### config.mk
export PLATFORM = sky130hd
export DESIGN_NAME = gpr_top
export DESIGN_NICKNAME = d
export VERILOG_FILES = /design/src/common/gpr_pkg.sv /design/src/rtl/gpr_top.sv
export VERILOG_INCLUDE_DIRS = /design/src /design/src/common
export SDC_FILE = /design/constraint.sdc
export NUM_CORES = 1
export LEC_CHECK = 0
export ABC_AREA = 1
export BUFFER_PORTS_ARGS = -buffer_cell sky130_fd_sc_hd__buf_2
export CAP_MARGIN = 10
export CORE_MARGIN = 2
export CORE_UTILIZATION = 45
export CTS_CLUSTER_SIZE = 20
export DETAILED_ROUTE_END_ITERATION = 12
export GPL_TIMING_DRIVEN = 0
export PLACE_DENSITY = 0.6
export SETUP_SLACK_MARGIN = 0.2
export SLEW_MARGIN = 25
export SYNTH_ARGS = -nofsm -noshare
export SYNTH_HDL_FRONTEND = slang
export SYNTH_SLANG_ARGS = --single-unit
### constraint.sdc
create_clock -name aclk -period 4.25 [get_ports aclk]
set_input_delay 0.85 -clock aclk [delete_from_list [all_inputs] [get_ports aclk]]
set_output_delay 0.85 -clock aclk [all_outputs]
set_load 0.02 [all_outputs]
### src/common/gpr_cfg.svh
// gpio register bank constants: offsets, field layout, resets, codes
// assumes one 32-bit word per register on a byte-addressed bus
`ifndef GPR_CFG_SVH
`define GPR_CFG_SVH

`define GPR_NUM_IO 26
`define GPR_ADDR_W 8
`define GPR_IO_MASK 32'h03ffffff

`define GPR_OFF_DATA 8'h00
`define GPR_OFF_DIR 8'h04
`define GPR_OFF_SENSE 8'h10
`define GPR_OFF_BOTH 8'h14
`define GPR_OFF_POL 8'h18
`define GPR_OFF_UNMASK 8'h1c
`define GPR_OFF_RAW 8'h20
`define GPR_OFF_MASKED 8'h24
`define GPR_OFF_PCLR 8'h28
`define GPR_OFF_FUNC0 8'h2c
`define GPR_OFF_FUNC1 8'h30
`define GPR_OFF_FUNC2 8'h34
`define GPR_OFF_FUNC3 8'h38
`define GPR_OFF_OSET 8'h3c
`define GPR_OFF_OCLR 8'h40
`define GPR_OFF_ROUTE 8'h44

`define GPR_FUNC_W 3
`define GPR_FUNC_STRIDE 4
`define GPR_FUNC_PER_REG 8
`define GPR_FUNC_MASK 32'h77777777
`define GPR_FUNC3_MASK 32'h00000077
`define GPR_FUNC0_RST 32'h00000000
`define GPR_FUNC1_RST 32'h00000110
`define GPR_FUNC2_RST 32'h00000000
`define GPR_FUNC3_RST 32'h00000000
`define GPR_ROUTE_RST 32'h00000000

`define GPR_FUNC_GPIO 3'h0
`define GPR_TMODE_CAP_DUAL 3'h2
`define GPR_TMODE_CAP_SINGLE 3'h4

`define GPR_RESP_OKAY 2'h0
`define GPR_RESP_SLVERR 2'h2

`endif

### src/common/gpr_pkg.sv
// gpio register bank types
// assumes gpr_cfg.svh for every numeric constant
package gpr_pkg;

    typedef logic [2:0] gpr_func_t;
    typedef logic [1:0] gpr_resp_t;
    typedef logic [31:0] gpr_word_t;

    // timer input routing word, one pin index per timer input
    typedef struct packed {
        logic [7:0] second_b;
        logic [7:0] second_a;
        logic [7:0] first_b;
        logic [7:0] first_a;
    } gpr_route_s;

    // the two inputs of one multi-function timer
    typedef struct packed {
        logic pin_b;
        logic pin_a;
    } gpr_tpins_s;

endpackage

### src/rtl/gpr_top.sv
// gpio register bank: pin interrupts, pin functions, output data,
// timer input routing, reached as an axi4-lite slave
// assumes io_in comes from pads, timer modes from logic on aclk
`timescale 1ns/100ps
`include "gpr_cfg.svh"

// Summary of operation
// - masked pending word, read only, resets zero
// - ones written to pending clear drop raw
// - cleared unmasked bit leaves masked pending too
// - first function word: io0..io7, 4-bit stride
// - second function word, io9/io10 reset one
// - third function word: io16..io23, zero reset
// - fourth function word: io24, io25 only
// - set register ones raise gpio data bits
// - clear register ones drop gpio data bits
// - route word holds four 8-bit pin fields
// - field value is the selected pin index
// - routing applies only in capture modes
// - raw pending set on matching sense event
// - masked pending is unmask and raw
// - data drives gpio outputs, reads pin value
module gpr_top #(
    parameter int NUM_IO = `GPR_NUM_IO
) (
    input wire logic aclk,
    input wire logic aresetn,
    input wire logic [`GPR_ADDR_W-1:0] s_axi_awaddr,
    input wire logic s_axi_awvalid,
    output logic s_axi_awready,
    input wire logic [31:0] s_axi_wdata,
    input wire logic [3:0] s_axi_wstrb,
    input wire logic s_axi_wvalid,
    output logic s_axi_wready,
    output gpr_pkg::gpr_resp_t s_axi_bresp,
    output logic s_axi_bvalid,
    input wire logic s_axi_bready,
    input wire logic [`GPR_ADDR_W-1:0] s_axi_araddr,
    input wire logic s_axi_arvalid,
    output logic s_axi_arready,
    output gpr_pkg::gpr_word_t s_axi_rdata,
    output gpr_pkg::gpr_resp_t s_axi_rresp,
    output logic s_axi_rvalid,
    input wire logic s_axi_rready,
    input wire logic [NUM_IO-1:0] io_in,
    output logic [NUM_IO-1:0] io_out,
    output logic [NUM_IO-1:0] io_oe,
    output gpr_pkg::gpr_func_t [NUM_IO-1:0] pin_func,
    input wire gpr_pkg::gpr_func_t timer_mode_first,
    input wire gpr_pkg::gpr_func_t timer_mode_second,
    output gpr_pkg::gpr_tpins_s timer_first,
    output gpr_pkg::gpr_tpins_s timer_second,
    output logic irq
);
    import gpr_pkg::*;

    localparam int PAD = 32 - NUM_IO;
    localparam logic [31:0] IO_MASK = `GPR_IO_MASK;

    ////////////////////////////////////////////////////////////////////
    // helpers

    function automatic logic [31:0] strb_mask(input logic [3:0] s);
        strb_mask = {{8{s[3]}}, {8{s[2]}}, {8{s[1]}}, {8{s[0]}}};
    endfunction

    function automatic logic [31:0] merge(input logic [31:0] old,
                                          input logic [31:0] nw,
                                          input logic [3:0] s);
        merge = (old & ~strb_mask(s)) | (nw & strb_mask(s));
    endfunction

    function automatic logic is_mapped(input logic [7:0] a);
        case (a)
            `GPR_OFF_DATA, `GPR_OFF_DIR, `GPR_OFF_SENSE, `GPR_OFF_BOTH,
            `GPR_OFF_POL, `GPR_OFF_UNMASK, `GPR_OFF_RAW, `GPR_OFF_MASKED,
            `GPR_OFF_PCLR, `GPR_OFF_FUNC0, `GPR_OFF_FUNC1, `GPR_OFF_FUNC2,
            `GPR_OFF_FUNC3, `GPR_OFF_OSET, `GPR_OFF_OCLR,
            `GPR_OFF_ROUTE: is_mapped = 1'b1;
            default: is_mapped = 1'b0;
        endcase
    endfunction

    // out-of-range index selects nothing rather than aliasing a pin
    function automatic logic pick(input logic [7:0] sel,
                                  input logic [31:0] pins);
        if (sel < 8'(NUM_IO)) begin
            pick = pins[sel[4:0]];
        end else begin
            pick = 1'b0;
        end
    endfunction

    function automatic logic is_capture(input gpr_func_t m);
        is_capture = (m == `GPR_TMODE_CAP_DUAL) ||
                     (m == `GPR_TMODE_CAP_SINGLE);
    endfunction

    ////////////////////////////////////////////////////////////////////
    // state

    logic [31:0] data;
    logic [31:0] dir;
    logic [31:0] sense_type_sel;
    logic [31:0] both_edge_sel;
    logic [31:0] polarity_sel;
    logic [31:0] unmask_bits;
    logic [31:0] raw_pending;
    logic [31:0] func [4];
    gpr_route_s timer_input_route;

    logic [NUM_IO-1:0] sync1;
    logic [NUM_IO-1:0] sync2;
    logic [NUM_IO-1:0] prev;

    logic aw_held;
    logic w_held;
    logic [7:0] aw_addr;
    logic [31:0] w_data;
    logic [3:0] w_strb;

    ////////////////////////////////////////////////////////////////////
    // pin synchroniser; sync1 feeds only sync2

    always_ff @(posedge aclk) begin
        if (!aresetn) begin
            sync1 <= '0;
            sync2 <= '0;
            prev <= '0;
        end else begin
            sync1 <= io_in;
            sync2 <= sync1;
            prev <= sync2;
        end
    end

    logic [31:0] pin32;
    logic [31:0] rise32;
    logic [31:0] fall32;
    assign pin32 = {{PAD{1'b0}}, sync2};
    assign rise32 = {{PAD{1'b0}}, sync2 & ~prev};
    assign fall32 = {{PAD{1'b0}}, ~sync2 & prev};

    ////////////////////////////////////////////////////////////////////
    // pin functions

    gpr_func_t [NUM_IO-1:0] func_w;
    logic [31:0] gpio32;

    always_comb begin
        gpio32 = '0;
        for (int i = 0; i < NUM_IO; i++) begin
            func_w[i] = func[i / `GPR_FUNC_PER_REG]
                [(i % `GPR_FUNC_PER_REG) * `GPR_FUNC_STRIDE +: `GPR_FUNC_W];
            gpio32[i] = (func_w[i] == `GPR_FUNC_GPIO);
        end
    end

    ////////////////////////////////////////////////////////////////////
    // write channel

    logic wr_fire;
    logic [7:0] wa;
    logic [31:0] wbits;
    assign wr_fire = aw_held && w_held && !s_axi_bvalid;
    assign wa = {aw_addr[7:2], 2'b00};
    assign wbits = w_data & strb_mask(w_strb);

    always_ff @(posedge aclk) begin
        if (!aresetn) begin
            s_axi_awready <= 1'b0;
            aw_held <= 1'b0;
            aw_addr <= 8'h00;
        end else if (s_axi_awvalid && s_axi_awready) begin
            s_axi_awready <= 1'b0;
            aw_held <= 1'b1;
            aw_addr <= s_axi_awaddr;
        end else begin
            if (wr_fire) begin
                aw_held <= 1'b0;
            end
            if (!aw_held && !s_axi_bvalid) begin
                s_axi_awready <= 1'b1;
            end
        end
    end

    always_ff @(posedge aclk) begin
        if (!aresetn) begin
            s_axi_wready <= 1'b0;
            w_held <= 1'b0;
            w_data <= 32'h00000000;
            w_strb <= 4'h0;
        end else if (s_axi_wvalid && s_axi_wready) begin
            s_axi_wready <= 1'b0;
            w_held <= 1'b1;
            w_data <= s_axi_wdata;
            w_strb <= s_axi_wstrb;
        end else begin
            if (wr_fire) begin
                w_held <= 1'b0;
            end
            if (!w_held && !s_axi_bvalid) begin
                s_axi_wready <= 1'b1;
            end
        end
    end

    always_ff @(posedge aclk) begin
        if (!aresetn) begin
            s_axi_bvalid <= 1'b0;
            s_axi_bresp <= `GPR_RESP_OKAY;
        end else if (wr_fire) begin
            s_axi_bvalid <= 1'b1;
            s_axi_bresp <= is_mapped(wa) ? `GPR_RESP_OKAY
                                         : `GPR_RESP_SLVERR;
        end else if (s_axi_bready) begin
            s_axi_bvalid <= 1'b0;
        end
    end

    ////////////////////////////////////////////////////////////////////
    // configuration registers; reserved bits are not stored

    always_ff @(posedge aclk) begin
        if (!aresetn) begin
            dir <= '0;
            sense_type_sel <= '0;
            both_edge_sel <= '0;
            polarity_sel <= '0;
            unmask_bits <= '0;
        end else if (wr_fire) begin
            case (wa)
                `GPR_OFF_DIR: dir <= merge(dir, w_data, w_strb) & IO_MASK;
                `GPR_OFF_SENSE:
                    sense_type_sel <= merge(sense_type_sel, w_data, w_strb)
                                      & IO_MASK;
                `GPR_OFF_BOTH:
                    both_edge_sel <= merge(both_edge_sel, w_data, w_strb)
                                     & IO_MASK;
                `GPR_OFF_POL:
                    polarity_sel <= merge(polarity_sel, w_data, w_strb)
                                    & IO_MASK;
                `GPR_OFF_UNMASK:
                    unmask_bits <= merge(unmask_bits, w_data, w_strb)
                                   & IO_MASK;
                default: ;
            endcase
        end
    end

    always_ff @(posedge aclk) begin
        if (!aresetn) begin
            func[0] <= `GPR_FUNC0_RST;
            func[1] <= `GPR_FUNC1_RST;
            func[2] <= `GPR_FUNC2_RST;
            func[3] <= `GPR_FUNC3_RST;
            timer_input_route <= `GPR_ROUTE_RST;
        end else if (wr_fire) begin
            case (wa)
                `GPR_OFF_FUNC0: func[0] <= merge(func[0], w_data, w_strb)
                                           & `GPR_FUNC_MASK;
                `GPR_OFF_FUNC1: func[1] <= merge(func[1], w_data, w_strb)
                                           & `GPR_FUNC_MASK;
                `GPR_OFF_FUNC2: func[2] <= merge(func[2], w_data, w_strb)
                                           & `GPR_FUNC_MASK;
                `GPR_OFF_FUNC3: func[3] <= merge(func[3], w_data, w_strb)
                                           & `GPR_FUNC3_MASK;
                `GPR_OFF_ROUTE: timer_input_route <=
                    merge(timer_input_route, w_data, w_strb);
                default: ;
            endcase
        end
    end

    ////////////////////////////////////////////////////////////////////
    // output data; set/clear touch only pins in gpio function

    always_ff @(posedge aclk) begin
        if (!aresetn) begin
            data <= '0;
        end else if (wr_fire && wa == `GPR_OFF_DATA) begin
            data <= merge(data, w_data, w_strb) & IO_MASK;
        end else if (wr_fire && wa == `GPR_OFF_OSET) begin
            data <= data | (wbits & gpio32 & IO_MASK);
        end else if (wr_fire && wa == `GPR_OFF_OCLR) begin
            data <= data & ~(wbits & gpio32);
        end
    end

    always_ff @(posedge aclk) begin
        if (!aresetn) begin
            io_out <= '0;
            io_oe <= '0;
            pin_func <= '0;
        end else begin
            io_out <= data[NUM_IO-1:0];
            io_oe <= dir[NUM_IO-1:0] & gpio32[NUM_IO-1:0];
            pin_func <= func_w;
        end
    end

    ////////////////////////////////////////////////////////////////////
    // pin interrupts

    logic [31:0] hit32;
    logic [31:0] clr32;
    logic [31:0] masked_pending;

    always_comb begin
        for (int i = 0; i < 32; i++) begin
            if (sense_type_sel[i]) begin
                hit32[i] = polarity_sel[i] ? pin32[i] : ~pin32[i];
            end else if (both_edge_sel[i]) begin
                hit32[i] = rise32[i] | fall32[i];
            end else begin
                hit32[i] = polarity_sel[i] ? rise32[i] : fall32[i];
            end
        end
    end

    // writes of zero leave raw bits alone
    assign clr32 = (wr_fire && wa == `GPR_OFF_PCLR) ? wbits : '0;
    assign masked_pending = raw_pending & unmask_bits;

    // a new event in the clear cycle survives: set wins
    always_ff @(posedge aclk) begin
        if (!aresetn) begin
            raw_pending <= '0;
        end else begin
            raw_pending <= ((raw_pending & ~clr32) | hit32)
                           & IO_MASK;
        end
    end

    always_ff @(posedge aclk) begin
        if (!aresetn) begin
            irq <= 1'b0;
        end else begin
            irq <= |masked_pending;
        end
    end

    ////////////////////////////////////////////////////////////////////
    // timer input routing, live only in capture modes

    always_ff @(posedge aclk) begin
        if (!aresetn) begin
            timer_first <= '0;
            timer_second <= '0;
        end else begin
            timer_first.pin_a <= is_capture(timer_mode_first) &&
                pick(timer_input_route.first_a, pin32);
            timer_first.pin_b <= is_capture(timer_mode_first) &&
                pick(timer_input_route.first_b, pin32);
            timer_second.pin_a <= is_capture(timer_mode_second) &&
                pick(timer_input_route.second_a, pin32);
            timer_second.pin_b <= is_capture(timer_mode_second) &&
                pick(timer_input_route.second_b, pin32);
        end
    end

    ////////////////////////////////////////////////////////////////////
    // read channel

    logic [7:0] ra;
    logic [31:0] rd_word;
    assign ra = {s_axi_araddr[7:2], 2'b00};

    always_comb begin
        case (ra)
            `GPR_OFF_DATA: rd_word = pin32;
            `GPR_OFF_DIR: rd_word = dir;
            `GPR_OFF_SENSE: rd_word = sense_type_sel;
            `GPR_OFF_BOTH: rd_word = both_edge_sel;
            `GPR_OFF_POL: rd_word = polarity_sel;
            `GPR_OFF_UNMASK: rd_word = unmask_bits;
            `GPR_OFF_RAW: rd_word = raw_pending;
            `GPR_OFF_MASKED: rd_word = masked_pending;
            `GPR_OFF_FUNC0: rd_word = func[0];
            `GPR_OFF_FUNC1: rd_word = func[1];
            `GPR_OFF_FUNC2: rd_word = func[2];
            `GPR_OFF_FUNC3: rd_word = func[3];
            `GPR_OFF_ROUTE: rd_word = timer_input_route;
            default: rd_word = '0;
        endcase
    end

    always_ff @(posedge aclk) begin
        if (!aresetn) begin
            s_axi_arready <= 1'b0;
            s_axi_rvalid <= 1'b0;
            s_axi_rdata <= '0;
            s_axi_rresp <= `GPR_RESP_OKAY;
        end else if (s_axi_arvalid && s_axi_arready) begin
            s_axi_arready <= 1'b0;
            s_axi_rvalid <= 1'b1;
            s_axi_rdata <= rd_word;
            s_axi_rresp <= is_mapped(ra) ? `GPR_RESP_OKAY
                                         : `GPR_RESP_SLVERR;
        end else begin
            if (s_axi_rvalid && s_axi_rready) begin
                s_axi_rvalid <= 1'b0;
            end
            if (!s_axi_rvalid) begin
                s_axi_arready <= 1'b1;
            end
        end
    end

endmodule

==> flow_metrics.env <==
export IMPL_status="complete, no violations"
export IMPL_synth_edf_count=78
export IMPL_syn_area_sq_um=26000
export IMPL_insertion_delay_ns=0.66
export IMPL_layout_common_cells="nand2_1, dfxtp_1, inv_1, nor2_1, a21oi_1"
export IMPL_synth_seq_cells=588
export IMPL_routed_wl_um=113000
export IMPL_r2r_end="raw_pending[23]"
export IMPL_vias=26200
export IMPL_skew_ns=0.0224
export IMPL_rows=88
export IMPL_required_ns=4.45
export IMPL_p_per_area_nw_per_um2=409
export IMPL_first_global_vias=24600
export IMPL_fillCellCount=5890
export IMPL_stdcell_count=4674
export IMPL_h_tree_depth=2
export IMPL_final_common_cell="nand2_1"
export IMPL_fmax_ghz=0.273
export IMPL_root_buffer="clkbuf_16"
export IMPL_die_w_um=244
export IMPL_grt_total_usage_pct=37.1
export IMPL_num_io_pins=267
export IMPL_worst_pin_slew_ns=1.14
export IMPL_ant_nets=0
export IMPL_cp_start_kind="primary input"
export IMPL_die_height_um=244
export IMPL_worstHoldStart="io_in[15]"
export IMPL_dpl_cell_count=4558
export IMPL_cts_made_buffers=61
export IMPL_slew_viol_final=0
export IMPL_clk_pin_slew_worst_paths_ns=0.06
export IMPL_min_period_ns=3.66
export IMPL_drive_gt1_share_pct=12.2
export IMPL_postCtsHoldBufs=0
export IMPL_cts_setup_buffers=0
export IMPL_first_iter_violations=3372
export IMPL_ir_drop_mv=0.321
export IMPL_dieArea_sq_um=59700
export IMPL_avgSynthCellArea_sq_um=7.36
export IMPL_tritoncts="yes"
export IMPL_vias_per_cell=5.61
export IMPL_period_share_pct=86.1
export IMPL_slew_headroom_pct=23.4
export IMPL_ys_warn_count=0
export IMPL_reg2reg_depth=6
export IMPL_drv_cap=0
export IMPL_finalSetupViolations=0
export IMPL_cts_sinks=588
export IMPL_hold_end="sync1[15]"
export IMPL_dr_pass1_iters=6
export IMPL_final_nets=3999
export IMPL_critPathKind="primary input to register"
export IMPL_hold_viol_final=0
export IMPL_seqCellArea_sq_um=12600
export IMPL_antenna_found_initial=2
export IMPL_core_sq_um=57400
export IMPL_min_path_cells=3
export IMPL_async_flop_share_pct=0
export IMPL_routedWlPerCell_um=24.1
export IMPL_crit_path_end_kind="register"
export IMPL_multi_input_area_sq_um=11100
export IMPL_tns_ns=0
export IMPL_gp_congestion=1.03
export IMPL_synth_ff_type="dfxtp_1"
export IMPL_area_delta_synth_final_pct=17.2
export IMPL_rrSetupSlack_ns=1.42
export IMPL_drc_errors=0
export IMPL_grt_max_degree=25
export IMPL_start_util_pct=45.3
export IMPL_grt_pass1_wl_um=161000
export IMPL_hpwlAfterDp_um=87300
export IMPL_r2r_start="w_held"
export IMPL_synthCells=3531
export IMPL_grt_overflow_total=0
export IMPL_ctsResizeCount=0
export IMPL_cts_buffer_depth=3
export IMPL_power_leakage_uw=0.0137
export IMPL_path_max_fanout=24
export IMPL_synth_cell_types=44
export IMPL_hold_class="primary input to register"
export IMPL_rsz0062_at_grt="no"
export IMPL_synth_seq_area_share_pct=48.3
export IMPL_cp_data_arrival_time_ns=3.86
export IMPL_port_buffers=258
[area by class of cell]
class / count / share of cell area [%]
sequential: 588 / 41.2
multi-input combinational: 2337 / 36.3
timing repair buffer: 261 / 4.41
antenna: 2 / 0.0164
buffer: 166 / 2.43
tap: 765 / 3.14
clock inverter: 12 / 0.624
inverter: 441 / 5.44
clock buffer: 102 / 6.41
[worst max-delay path: stages]
cell      delay, ns
clkbuf_1       0.26
buf_2          0.39
clkbuf_1       0.83
clkbuf_1       0.81
nand2_2        0.69
[synth_stat cells, types with 10 or more instances]
library cell / count / area (sq um)
a211oi_1: 13 / 97.6
a21oi_1: 356 / 1780
a31oi_1: 12 / 75.1
buf_2: 40 / 200
buf_4: 10 / 75.1
clkbuf_1: 106 / 398
dfxtp_1: 510 / 10200
edfxtp_1: 78 / 2340
ha_1: 52 / 651
inv_1: 425 / 1600
nand2_1: 817 / 3070
nand3_1: 184 / 921
nand4_1: 23 / 144
nor2_1: 369 / 1390
nor2_2: 13 / 81.3
nor2_4: 14 / 158
nor3_1: 40 / 200
nor4_1: 10 / 62.6
o211ai_1: 15 / 113
o21ai_0: 312 / 1560
o21ai_1: 28 / 140
o22ai_1: 31 / 194
xnor2_1: 10 / 87.6
[per-stage QoR]
step	setup WS, ns	instance area [sq um]	utilization (%)	hold slack, ns	power [uW]
5_1_grt	0.513	30500	53.1	0.384	12800
2_1_floorplan	1.11	26000	-	0.390	6420
3_3_place_gp	-1.23	28200	49.2	0.394	6830
6_report	0.590	30500	53.1	0.384	12500
4_1_cts	0.671	30500	53.1	0.364	12500
3_5_place_dp	-0.0167	28300	49.4	0.396	6840
[report_power, final]
group / internal (uW) / leakage, uW / total (uW) / switching (uW)
combinational: 214 / 0.00769 / 828 / 614
sequential: 5750 / 0.00495 / 5920 / 171
clock: 3360 / 0.00105 / 5720 / 2360
total: 9330 / 0.0137 / 12500 / 3140
[worst max path at each step]
stage	startpoint	to	slack [ns]	cells after the start
floorplan	aresetn	func[0][0]	1.11	5
global placement	aresetn	func[1][2]	-1.23	5
detailed placement	aresetn	func[2][5]	-0.02	5
CTS	aresetn	func[2][1]	0.67	5
global route	aresetn	func[2][1]	0.51	5
finish	aresetn	func[2][0]	0.59	5
[metal layers]
| metal | part of all wire, % | routed length [um] | vias to the layer above | track usage (%) |
|---|---|---|---|---|
| met5 | 0.0097 | 11 | - | 0 |
| met4 | 4.9 | 5540 | 2 | 16.1 |
| met3 | 11 | 12200 | 271 | 7.78 |
| met2 | 44 | 49900 | 1506 | 58.7 |
| met1 | 40 | 45100 | 12400 | 49.0 |
| li1 | - | - | 12100 | - |
[kinds of logic (layout without fill, tap and decap cells)]
logic type	Yosys count	count (layout)	synth area share [%]
xor+xnor	10	10	0.337
other cells	1	4	0.0144
compound gates	780	780	15.7
buf+inv	607	982	9.23
flops	588	588	48.3
fa+ha+maj	52	52	2.50
simple gates	1493	1493	24.0
Power figures use the tool's default switching activity.
